$ cat config.mk
export PLATFORM = sky130hd
export DESIGN_NAME = sync_slave_serial_sleep
export DESIGN_NICKNAME = d
export VERILOG_FILES = /design/src/verilog/sync_serial_pkg.sv /design/src/verilog/sync_slave_serial_sleep.sv
export VERILOG_INCLUDE_DIRS = /design/src /design/src/verilog
export SDC_FILE = /design/constraint.sdc
export NUM_CORES = 1
export LEC_CHECK = 0
export BUFFER_PORTS_ARGS = -buffer_cell sky130_fd_sc_hd__buf_4
export CAP_MARGIN = 20
export CORE_MARGIN = 1.5
export CORE_UTILIZATION = 45
export CTS_BUF_LIST = sky130_fd_sc_hd__clkbuf_4 sky130_fd_sc_hd__clkbuf_8
export CTS_CLUSTER_DIAMETER = 100
export DETAILED_ROUTE_END_ITERATION = 6
export GPL_TIMING_DRIVEN = 0
export PLACE_DENSITY = 0.74
export SETUP_SLACK_MARGIN = 0.15
export SYNTH_ARGS = -nofsm -noshare
export SYNTH_HDL_FRONTEND = slang
export SYNTH_SLANG_ARGS = --single-unit
$ cat constraint.sdc
create_clock -name ref_clk_in -period 8.75 [get_ports ref_clk_in]
set_input_delay 1.75 -clock ref_clk_in [delete_from_list [all_inputs] [get_ports ref_clk_in]]
set_output_delay 1.75 -clock ref_clk_in [all_outputs]
set_load 0.05 [all_outputs]
$ cat src/verilog/sync_serial_cfg.svh
// offsets, field positions, reset values and counts of the serial unit
`ifndef SYNC_SERIAL_CFG_SVH
`define SYNC_SERIAL_CFG_SVH

// register byte addresses
`define REG_BAUD     8'h00
`define REG_INTERRUPT_CONTROL   8'h04
`define REG_PIE      8'h08
`define REG_PIR      8'h0c
`define REG_RXDATA   8'h10
`define REG_RXSTAT   8'h14
`define REG_BRG_LO   8'h18
`define REG_BRG_HI   8'h1c
`define REG_PORTC    8'h20
`define REG_TXDATA   8'h24
`define REG_TXSTAT   8'h28
`define REG_EVT_ST   8'h2c
`define REG_EVT_MASK 8'h30

// field positions
`define B_RCIDL 6
`define B_CLOCK_POLARITY_SELECT  4
`define B_GIE   7
`define B_PERIPHERAL_INTERRUPT_ENABLE  6
`define B_RECEIVE_INTERRUPT_ENABLE  5
`define B_TRANSMIT_INTERRUPT_ENABLE  4
`define B_RECEIVE_COMPLETE_FLAG  5
`define B_TRANSMIT_BUFFER_EMPTY_FLAG  4
`define B_PORT_ENABLE  7
`define B_RX9   6
`define B_CONTINUOUS_RECEIVE_ENABLE  4
`define B_OVERRUN_ERROR_FLAG  1
`define B_RECEIVED_NINTH_BIT  0
`define B_CLOCK_SOURCE_SELECT  7
`define B_TX9   6
`define B_TXEN  5
`define B_SYNC  4
`define B_TRMT  1
`define B_TX9D  0
`define B_EV_RX 0
`define B_EV_TX 1
`define B_EV_OV 2

// writable bit masks and reset value
`define MASK_BAUD  8'h9b
`define MASK_PIR   8'h4f
`define MASK_RXST  8'hf8
`define MASK_TXST  8'hfd
`define MASK_EVT   8'h07
`define RST_BYTE   8'h00

// character lengths as last bit index, bus answers
`define LAST_8BIT  4'h7
`define LAST_9BIT  4'h8
`define CNT_STEP   4'h1
`define RESP_OKAY  2'b00
`define RESP_SLVERR 2'b10

`endif

$ cat src/verilog/sync_serial_pkg.sv
// types shared by the synchronous slave serial unit
package sync_serial_pkg;

  // transmit shifter state, one bit apart along the path
  typedef enum logic [1:0] {
    TX_IDLE  = 2'b00,
    TX_SHIFT = 2'b01
  } tx_state_t;

endpackage : sync_serial_pkg

$ cat src/verilog/sync_slave_serial_sleep.sv
// synchronous slave serial unit with axi4-lite registers and sleep wake
//
// Decided for this implementation: the register offsets and register access over AXI4-Lite.
`timescale 1ns/1ps
`include "sync_serial_cfg.svh"
`default_nettype none

module sync_slave_serial_sleep #(
  parameter int ADDR_W = 8,
  parameter int DEPTH  = 2
) (
  // clock and reset
  input  wire  logic              ref_clk_in,
  input  wire  logic              rst_n_in,
  // axi4-lite write channels
  input  wire  logic [ADDR_W-1:0] awaddr_in,
  input  wire  logic              awvalid_in,
  output logic                    awready_out,
  input  wire  logic [31:0]       wdata_in,
  input  wire  logic [3:0]        wstrb_in,
  input  wire  logic              wvalid_in,
  output logic                    wready_out,
  output logic [1:0]              bresp_out,
  output logic                    bvalid_out,
  input  wire  logic              bready_in,
  // axi4-lite read channels
  input  wire  logic [ADDR_W-1:0] araddr_in,
  input  wire  logic              arvalid_in,
  output logic                    arready_out,
  output logic [31:0]             rdata_out,
  output logic [1:0]              rresp_out,
  output logic                    rvalid_out,
  input  wire  logic              rready_in,
  // processor side
  input  wire  logic              sleep_in,
  output logic                    irq_out,
  output logic                    wake_out,
  output logic                    vector_out,
  // serial pins
  input  wire  logic              serial_clock_pin_in,
  input  wire  logic              serial_data_pin_in,
  output logic                    serial_data_pin_out,
  output logic                    serial_data_pin_oe_out
);

  localparam int PW = $clog2(DEPTH);

  typedef struct packed {
    logic [7:0]                 baud, interrupt_control, pie, pir, rxstat;
    logic [7:0]                 brg_lo, brg_hi, portc, txstat;
    logic [7:0]                 evt_st, evt_mask, waddr, wdata;
    logic                       ck_s1, ck_s2, ck_d, dt_s1, dt_s2;
    logic [8:0]                 receive_shift_register, txbuf, transmit_shift_register;
    logic [3:0]                 rx_cnt, tx_cnt;
    logic [DEPTH-1:0][8:0]      fifo;
    logic [PW-1:0]              rd_ptr, wr_ptr;
    logic [PW:0]                count;
    logic                       overrun_error_flag, txbuf_full;
    sync_serial_pkg::tx_state_t tx_st;
    logic                       awready, wready, aw_got, w_got, wlane;
    logic                       bvalid, arready, rvalid;
    logic [1:0]                 bresp, rresp;
    logic [31:0]                rdata;
    logic                       irq, wake, vec, dout, doe;
  } state_t;

  state_t     s;
  state_t     next_s;
  logic       ck_lvl, sample_edge, shift_edge;
  logic       slave, rx_on, tx_on;
  logic [3:0] rx_last, tx_last;
  logic [8:0] rx_word, head;
  logic       push, pop, ev_rx, ev_tx, ev_ov;
  logic       aw_fire, w_fire, ar_fire, wr_fire;
  logic [7:0] rd_byte, clr;
  logic       rd_ok, rc_int, tx_int;

  // whole next state in one place; every flop updates every edge
  always_comb
  begin
    next_s  = s;
    push    = 1'b0;
    pop     = 1'b0;
    ev_rx   = 1'b0;
    ev_tx   = 1'b0;
    ev_ov   = 1'b0;
    clr     = `RST_BYTE;
    rd_byte = `RST_BYTE;
    rd_ok   = 1'b1;

    // pins pass two flops before anything looks at them
    next_s.ck_s1 = serial_clock_pin_in;
    next_s.ck_s2 = s.ck_s1;
    next_s.dt_s1 = serial_data_pin_in;
    next_s.dt_s2 = s.dt_s1;
    // polarity folds into the level so one edge pair serves both settings
    ck_lvl       = s.ck_s2 ^ s.baud[`B_CLOCK_POLARITY_SELECT];
    next_s.ck_d  = ck_lvl;
    sample_edge  = ck_lvl & ~s.ck_d;
    shift_edge   = ~ck_lvl & s.ck_d;

    // mode decode; only the pin clock moves the shifters
    slave = s.txstat[`B_SYNC] & s.rxstat[`B_PORT_ENABLE]
            & ~s.txstat[`B_CLOCK_SOURCE_SELECT];
    // no other mode is built, so nothing shifts outside slave mode,
    // asleep or awake
    rx_on = slave & s.rxstat[`B_CONTINUOUS_RECEIVE_ENABLE];
    tx_on = slave & ~s.rxstat[`B_CONTINUOUS_RECEIVE_ENABLE] & s.txstat[`B_TXEN];
    rx_last = s.rxstat[`B_RX9] ? `LAST_9BIT : `LAST_8BIT;
    tx_last = s.txstat[`B_TX9] ? `LAST_9BIT : `LAST_8BIT;
    head    = (s.count != '0) ? s.fifo[s.rd_ptr] : 9'h000;

    // receive shifter, lsb first, clocked from the pin edges
    rx_word = s.receive_shift_register;
    rx_word[s.rx_cnt] = s.dt_s2;
    rx_word[8] = rx_word[8] & s.rxstat[`B_RX9];
    if (!s.rxstat[`B_CONTINUOUS_RECEIVE_ENABLE])
    begin
      next_s.overrun_error_flag   = 1'b0;
      next_s.rx_cnt = 4'h0;
    end
    else if (sample_edge && rx_on && !s.overrun_error_flag)
    begin
      next_s.receive_shift_register = rx_word;
      if (s.rx_cnt == rx_last)
      begin
        next_s.rx_cnt = 4'h0;
        if (s.count == (PW+1)'(DEPTH))
        begin
          next_s.overrun_error_flag = 1'b1;
          ev_ov       = 1'b1;
        end
        else
        begin
          push  = 1'b1;
          ev_rx = 1'b1;
        end
      end
      else
      begin
        next_s.rx_cnt = s.rx_cnt + `CNT_STEP;
      end
    end

    // transmit shifter; buffer reloads as soon as the shifter drains
    case (s.tx_st)
      sync_serial_pkg::TX_IDLE:
      begin
        if (tx_on && s.txbuf_full)
        begin
          next_s.transmit_shift_register        = s.txbuf;
          next_s.txbuf_full = 1'b0;
          next_s.tx_cnt     = 4'h0;
          next_s.tx_st      = sync_serial_pkg::TX_SHIFT;
          ev_tx             = 1'b1;
        end
      end
      sync_serial_pkg::TX_SHIFT:
      begin
        if (!tx_on)
        begin
          next_s.tx_st = sync_serial_pkg::TX_IDLE;
        end
        else if (shift_edge)
        begin
          if (s.tx_cnt != tx_last)
          begin
            next_s.tx_cnt = s.tx_cnt + `CNT_STEP;
          end
          else if (s.txbuf_full)
          begin
            next_s.transmit_shift_register        = s.txbuf;
            next_s.txbuf_full = 1'b0;
            next_s.tx_cnt     = 4'h0;
            ev_tx             = 1'b1;
          end
          else
          begin
            next_s.tx_st = sync_serial_pkg::TX_IDLE;
          end
        end
      end
      default:
      begin
        next_s.tx_st = sync_serial_pkg::TX_IDLE;
      end
    endcase

    // write address and data are taken in either order, then applied
    aw_fire = awvalid_in & s.awready;
    w_fire  = wvalid_in & s.wready;
    wr_fire = s.aw_got & s.w_got;
    if (aw_fire)
    begin
      next_s.aw_got = 1'b1;
      next_s.waddr  = awaddr_in[7:0];
    end
    if (w_fire)
    begin
      next_s.w_got = 1'b1;
      next_s.wdata = wdata_in[7:0];
      next_s.wlane = wstrb_in[0];
    end
    if (s.bvalid && bready_in)
    begin
      next_s.bvalid = 1'b0;
    end
    if (wr_fire)
    begin
      next_s.aw_got = 1'b0;
      next_s.w_got  = 1'b0;
      next_s.bvalid = 1'b1;
      next_s.bresp  = `RESP_OKAY;
      case ({s.waddr[7:2], 2'b00})
        `REG_BAUD:
          if (s.wlane) next_s.baud = (s.wdata & `MASK_BAUD)
                                     | (s.baud & ~`MASK_BAUD);
        `REG_INTERRUPT_CONTROL:
          if (s.wlane) next_s.interrupt_control = s.wdata;
        `REG_PIE:
          if (s.wlane) next_s.pie = s.wdata;
        `REG_PIR:
          if (s.wlane) next_s.pir = s.wdata & `MASK_PIR;
        `REG_RXSTAT:
          if (s.wlane) next_s.rxstat = s.wdata & `MASK_RXST;
        `REG_BRG_LO:
          if (s.wlane) next_s.brg_lo = s.wdata;
        `REG_BRG_HI:
          if (s.wlane) next_s.brg_hi = s.wdata;
        `REG_PORTC:
          if (s.wlane) next_s.portc = s.wdata;
        `REG_TXSTAT:
          if (s.wlane) next_s.txstat = s.wdata & `MASK_TXST;
        `REG_TXDATA:
          if (s.wlane)
          begin
            // applied after the reload, so a same-cycle write is kept
            next_s.txbuf      = {s.txstat[`B_TX9D], s.wdata};
            next_s.txbuf_full = 1'b1;
          end
        `REG_EVT_ST:
          if (s.wlane) clr = s.wdata & `MASK_EVT;
        `REG_EVT_MASK:
          if (s.wlane) next_s.evt_mask = s.wdata & `MASK_EVT;
        `REG_RXDATA:
          next_s.bresp = `RESP_OKAY;
        default:
          next_s.bresp = `RESP_SLVERR;
      endcase
    end

    // read mux; derived flags are composed from live state
    ar_fire = arvalid_in & s.arready;
    case ({araddr_in[7:2], 2'b00})
      `REG_BAUD:
      begin
        rd_byte = s.baud;
        rd_byte[`B_RCIDL] = ~rx_on;
      end
      `REG_INTERRUPT_CONTROL:   rd_byte = s.interrupt_control;
      `REG_PIE:      rd_byte = s.pie;
      `REG_PIR:
      begin
        rd_byte = s.pir;
        rd_byte[`B_RECEIVE_COMPLETE_FLAG] = (s.count != '0);
        rd_byte[`B_TRANSMIT_BUFFER_EMPTY_FLAG] = ~s.txbuf_full;
      end
      `REG_RXDATA:   rd_byte = head[7:0];
      `REG_RXSTAT:
      begin
        rd_byte = s.rxstat;
        rd_byte[`B_OVERRUN_ERROR_FLAG] = s.overrun_error_flag;
        rd_byte[`B_RECEIVED_NINTH_BIT] = head[8];
      end
      `REG_BRG_LO:   rd_byte = s.brg_lo;
      `REG_BRG_HI:   rd_byte = s.brg_hi;
      `REG_PORTC:    rd_byte = s.portc;
      `REG_TXDATA:   rd_byte = `RST_BYTE;
      `REG_TXSTAT:
      begin
        rd_byte = s.txstat;
        rd_byte[`B_TRMT] = (s.tx_st == sync_serial_pkg::TX_IDLE);
      end
      `REG_EVT_ST:   rd_byte = s.evt_st;
      `REG_EVT_MASK: rd_byte = s.evt_mask;
      default:       rd_ok   = 1'b0;
    endcase
    if (s.rvalid && rready_in)
    begin
      next_s.rvalid = 1'b0;
    end
    if (ar_fire)
    begin
      next_s.rvalid = 1'b1;
      next_s.rdata  = {24'h000000, rd_byte};
      next_s.rresp  = rd_ok ? `RESP_OKAY : `RESP_SLVERR;
      pop = ({araddr_in[7:2], 2'b00} == `REG_RXDATA)
            && (s.count != '0);
    end

    // queue pointers and occupancy
    if (push)
    begin
      next_s.fifo[s.wr_ptr] = rx_word;
      next_s.wr_ptr = s.wr_ptr + 1'b1;
    end
    if (pop)
    begin
      next_s.rd_ptr = s.rd_ptr + 1'b1;
    end
    next_s.count = s.count + {{PW{1'b0}}, push} - {{PW{1'b0}}, pop};

    // port disable clears both shifters, the queue and the overrun flag but keeps the settings and sticky events
    if (!s.rxstat[`B_PORT_ENABLE])
    begin
      next_s.overrun_error_flag       = 1'b0;
      next_s.rx_cnt     = 4'h0;
      next_s.rd_ptr     = '0;
      next_s.wr_ptr     = '0;
      next_s.count      = '0;
      next_s.txbuf_full = 1'b0;
      next_s.tx_cnt     = 4'h0;
      next_s.tx_st      = sync_serial_pkg::TX_IDLE;
    end

    // sticky events: a set in the clearing cycle wins
    next_s.evt_st = s.evt_st & ~clr;
    next_s.evt_st[`B_EV_RX] = next_s.evt_st[`B_EV_RX] | ev_rx;
    next_s.evt_st[`B_EV_TX] = next_s.evt_st[`B_EV_TX] | ev_tx;
    next_s.evt_st[`B_EV_OV] = next_s.evt_st[`B_EV_OV] | ev_ov;
    next_s.irq = |(next_s.evt_st & next_s.evt_mask);

    // wake and vector requests toward the core
    rc_int = (next_s.count != '0) & s.pie[`B_RECEIVE_INTERRUPT_ENABLE];
    tx_int = ~next_s.txbuf_full & s.pie[`B_TRANSMIT_INTERRUPT_ENABLE]
             & s.interrupt_control[`B_PERIPHERAL_INTERRUPT_ENABLE];
    next_s.wake = sleep_in & (rc_int | tx_int);
    next_s.vec  = (rc_int | tx_int) & s.interrupt_control[`B_GIE];

    // data pin drive; line rests high while no character is shifting
    next_s.doe  = tx_on;
    next_s.dout = (next_s.tx_st == sync_serial_pkg::TX_SHIFT)
                  ? next_s.transmit_shift_register[next_s.tx_cnt] : 1'b1;

    // readiness follows the registered handshake state
    next_s.awready = ~next_s.aw_got & ~next_s.bvalid;
    next_s.wready  = ~next_s.w_got & ~next_s.bvalid;
    next_s.arready = ~next_s.rvalid;
  end

  // single state register
  always_ff @(posedge ref_clk_in or negedge rst_n_in)
  begin
    if (!rst_n_in)
    begin
      s <= '0;
    end
    else
    begin
      s <= next_s;
    end
  end

  // outputs straight from flops
  assign awready_out            = s.awready;
  assign wready_out             = s.wready;
  assign bresp_out              = s.bresp;
  assign bvalid_out             = s.bvalid;
  assign arready_out            = s.arready;
  assign rdata_out              = s.rdata;
  assign rresp_out              = s.rresp;
  assign rvalid_out             = s.rvalid;
  assign irq_out                = s.irq;
  assign wake_out               = s.wake;
  assign vector_out             = s.vec;
  assign serial_data_pin_out    = s.dout;
  assign serial_data_pin_oe_out = s.doe;

endmodule : sync_slave_serial_sleep

`default_nettype wire

==> metrics.csv <==
metric;value;unit
detail_route.wl_per_cell;16.90;um
reg2reg_from;s[215];
syn_area;8123;um2
crit_required;9.11;ns
multiInputGateArea;3465;um2
die_area;18870;um2
largest_register_ffs;149;
synth_xor_xnor_area_share;0.7548;%
cp-start-kind;input port;
regMostFlops;s;
track_usage;20.19;%
cts_made_buffers;17;
gr-total-overflow;0;
synth_area_leaders;dfrtp_1, mux2_2, mux2i_1;
worst_slew_pin_slew;0.9692;ns
finalWeightedCongestion;0.8875;
cp_slowest_cell;nor3_1;
drc;0;
final_cells;1034;
grt_max_degree;118;
regArea;4279;um2
synth_top_family_by_area;multiplexers;
drive_gt1_share;30.53;%
dp_cells;1002;
start_util;46.48;%
synthToLayoutAreaGrowth;14.80;%
fp.dieH;137.4;um
clk_latency;0.46;ns
fp.dieW;137.4;um
peakVddDrop;0.0001666;V
syn_inst;700;
slowest_delay;0.42;ns
finalSetupViolations;0;
drtIter0Drc;377;
crit_family;simple AND/OR/NAND/NOR gates;
synth-edff-count;0;
cp.buffers_inverters;3;
syn_area_per_cell;11.60;um2
worstPathArrival;4.85;ns
cts.htree.levels;4;
slew_headroom;35.00;%
async_flop_share;100.0;%
worstPathCellList;buf_4 > nor3_1 > nand2_1 > or3_1 > clkbuf_1 > nor2_1 > ha_1 > inv_1 > ha_1 > xnor2_1 > xnor2_1 > and2_1 > o21ai_0 > o21ai_0 > and2_1;
ctsHoldBuffers;0;
port_buffers;49;
hold_class;register to register;
fill_cells;1515;
hpwl;12.60;mm
cts_buffer_depth;2;
power_density;218.6;nW/um2
diodes;0;
cts_sinks;171;
first_pass_iters;5;
synthSimpleGateAreaFrac;10.52;%
cts_repair_resize_count;0;
wl;17.47;mm
outcome;finished clean;
synth_top_area_cell;dfrtp_1;
core_area;17480;um2
setup_tns;0;ns
yosysWarnings;0;
synth_compound_area_share;9.396;%
clk_pin_slew;0.10;ns
synthAdderAreaFrac;1.078;%
yosysMostFrequentCell;dfrtp_1;
fin_skew;0.01368;ns
fin_crit_sh;51.22;%
io_pins;108;
fmax;223.1;MHz
cts_tree;yes;
final_max_slew_viol_count;0;
vias_per_cell;5.382;
antenna_left;0;
timing.max_cap.violations;0;
nNetsFinal;865;
muxShareOfSynthArea;19.65;%
grt_first_pass_wirelength;28.59;mm
ys_seq_area_share;52.68;%
rsz0062_at_grt;false;
root_buffer;clkbuf_8;
hold_viol_final;0;
holdWs;0.3583;ns
power.leakage;4.444;nW
antenna_found_initial;0;
postCtsSetupRepairBufs;0;
dr_total_vias;5565;
crit_type;input port to register;
synth_common_cells;dfrtp_1, mux2_2, nand2_1;
synth_cell_type_count;62;
cp_max_fo;9;
endpoint_kind;register;
cp-startpoint;araddr_in[5];
hp-start;next_s[110];
synth_top_cell_area_share;52.68;%
synth-main-ff-cell;dfrtp_1;
ys_ff_latch;171;
timing.final.crit_period;4.482;ns
grt_pass1_vias;5339;
rows;48;
-- logic make-up after synthesis --
| group | count (synthesis) |
|---|---|
| multiplexers | 142 |
| adder cells (fa/ha/maj) | 7 |
| flip-flops | 171 |
| XOR/XNOR | 7 |
| AO/OA/AOI/OAI | 112 |
| AND/OR/NAND/NOR | 170 |
| buffers and inverters | 90 |
| other | 1 |
-- cells in the final DEF (no fill, tap or decap), types with 6 or more instances in the layout --
cell type | Yosys | routed
a21oi_1 | 11 | 11
a22o_1 | 11 | 11
a22oi_1 | 8 | 8
and2_1 | 8 | 8
buf_1 | 6 | 6
buf_4 | 36 | 84
clkbuf_1 | 26 | 26
clkbuf_8 | 0 | 20
conb_1 | 1 | 27
dfrtp_1 | 171 | 171
ha_1 | 7 | 7
inv_1 | 19 | 19
mux2_2 | 110 | 110
mux2i_1 | 29 | 29
nand2_1 | 68 | 68
nand3_1 | 8 | 8
nor2_1 | 34 | 34
nor2b_1 | 7 | 7
nor3_1 | 7 | 7
o21ai_0 | 37 | 37
xnor2_1 | 6 | 6
-- worst register-to-register path, delay by kind of cell (launching register included) --
kind                     cells  cell delay, ns
AND/OR/NAND/NOR              4            1.15
AO/OA/AOI/OAI                3            0.61
XOR/XNOR                     3            0.48
adder cells (fa/ha/maj)      2            0.45
flip-flops                   1            0.42
buffers and inverters        1            0.04
-- area by class of cell --
class,instances,share of cell area (%)
Sequential cell,171,45.89
Clock buffer,20,2.952
Multi-Input combinational cell,465,37.15
Clock inverter,12,1.503
Tap cell,225,3.019
Buffer,71,4.347
Inverter,19,0.7648
Timing Repair Buffer,51,4.374
-- final timing paths --
kind                       slack (ns)    endpoint  cells past startpoint
max                              4.27  vector_out                     15
min                              0.36      s[110]                      0
max reg2reg                      5.51  vector_out                     13
min reg2reg                      0.36      s[110]                      0
max in group asynchronous        6.67      s[209]                      2
min in group asynchronous        1.20      s[203]                      1
-- where the power goes --
group | leakage [nW] | internal (mW) | switching [mW] | total [mW]
logic | 1.93 | 0.191 | 0.258 | 0.449
clock network | 0.202 | 0.279 | 0.291 | 0.570
registers | 2.31 | 0.925 | 0.0943 | 1.02
total | 4.44 | 1.39 | 0.644 | 2.04
-- layer usage --
metal | vias up | global-route usage (%) | share of wire, %
li1 | 2614 | - | -
met1 | 2749 | 28.28 | 46
met2 | 179 | 30.90 | 46
met3 | 23 | 5.188 | 6.2
met4 | 0 | 6.199 | 1.7
met5 | - | 0 | 0
-- stage by stage --
step / setup slack [ns] / cell area, um2 / util, % / power [mW]
after floorplan: 4.584 / 8220 / - / 1.329
after global placement: 3.755 / 8870 / 50.75 / 1.464
after detailed placement: 3.751 / 8910 / 50.98 / 1.482
after CTS: 4.249 / 9325 / 53.36 / 2.051
after global routing: 4.000 / 9325 / 53.36 / 2.143
final: 4.268 / 9325 / 53.36 / 2.039
(Power assumes the default switching activity.)
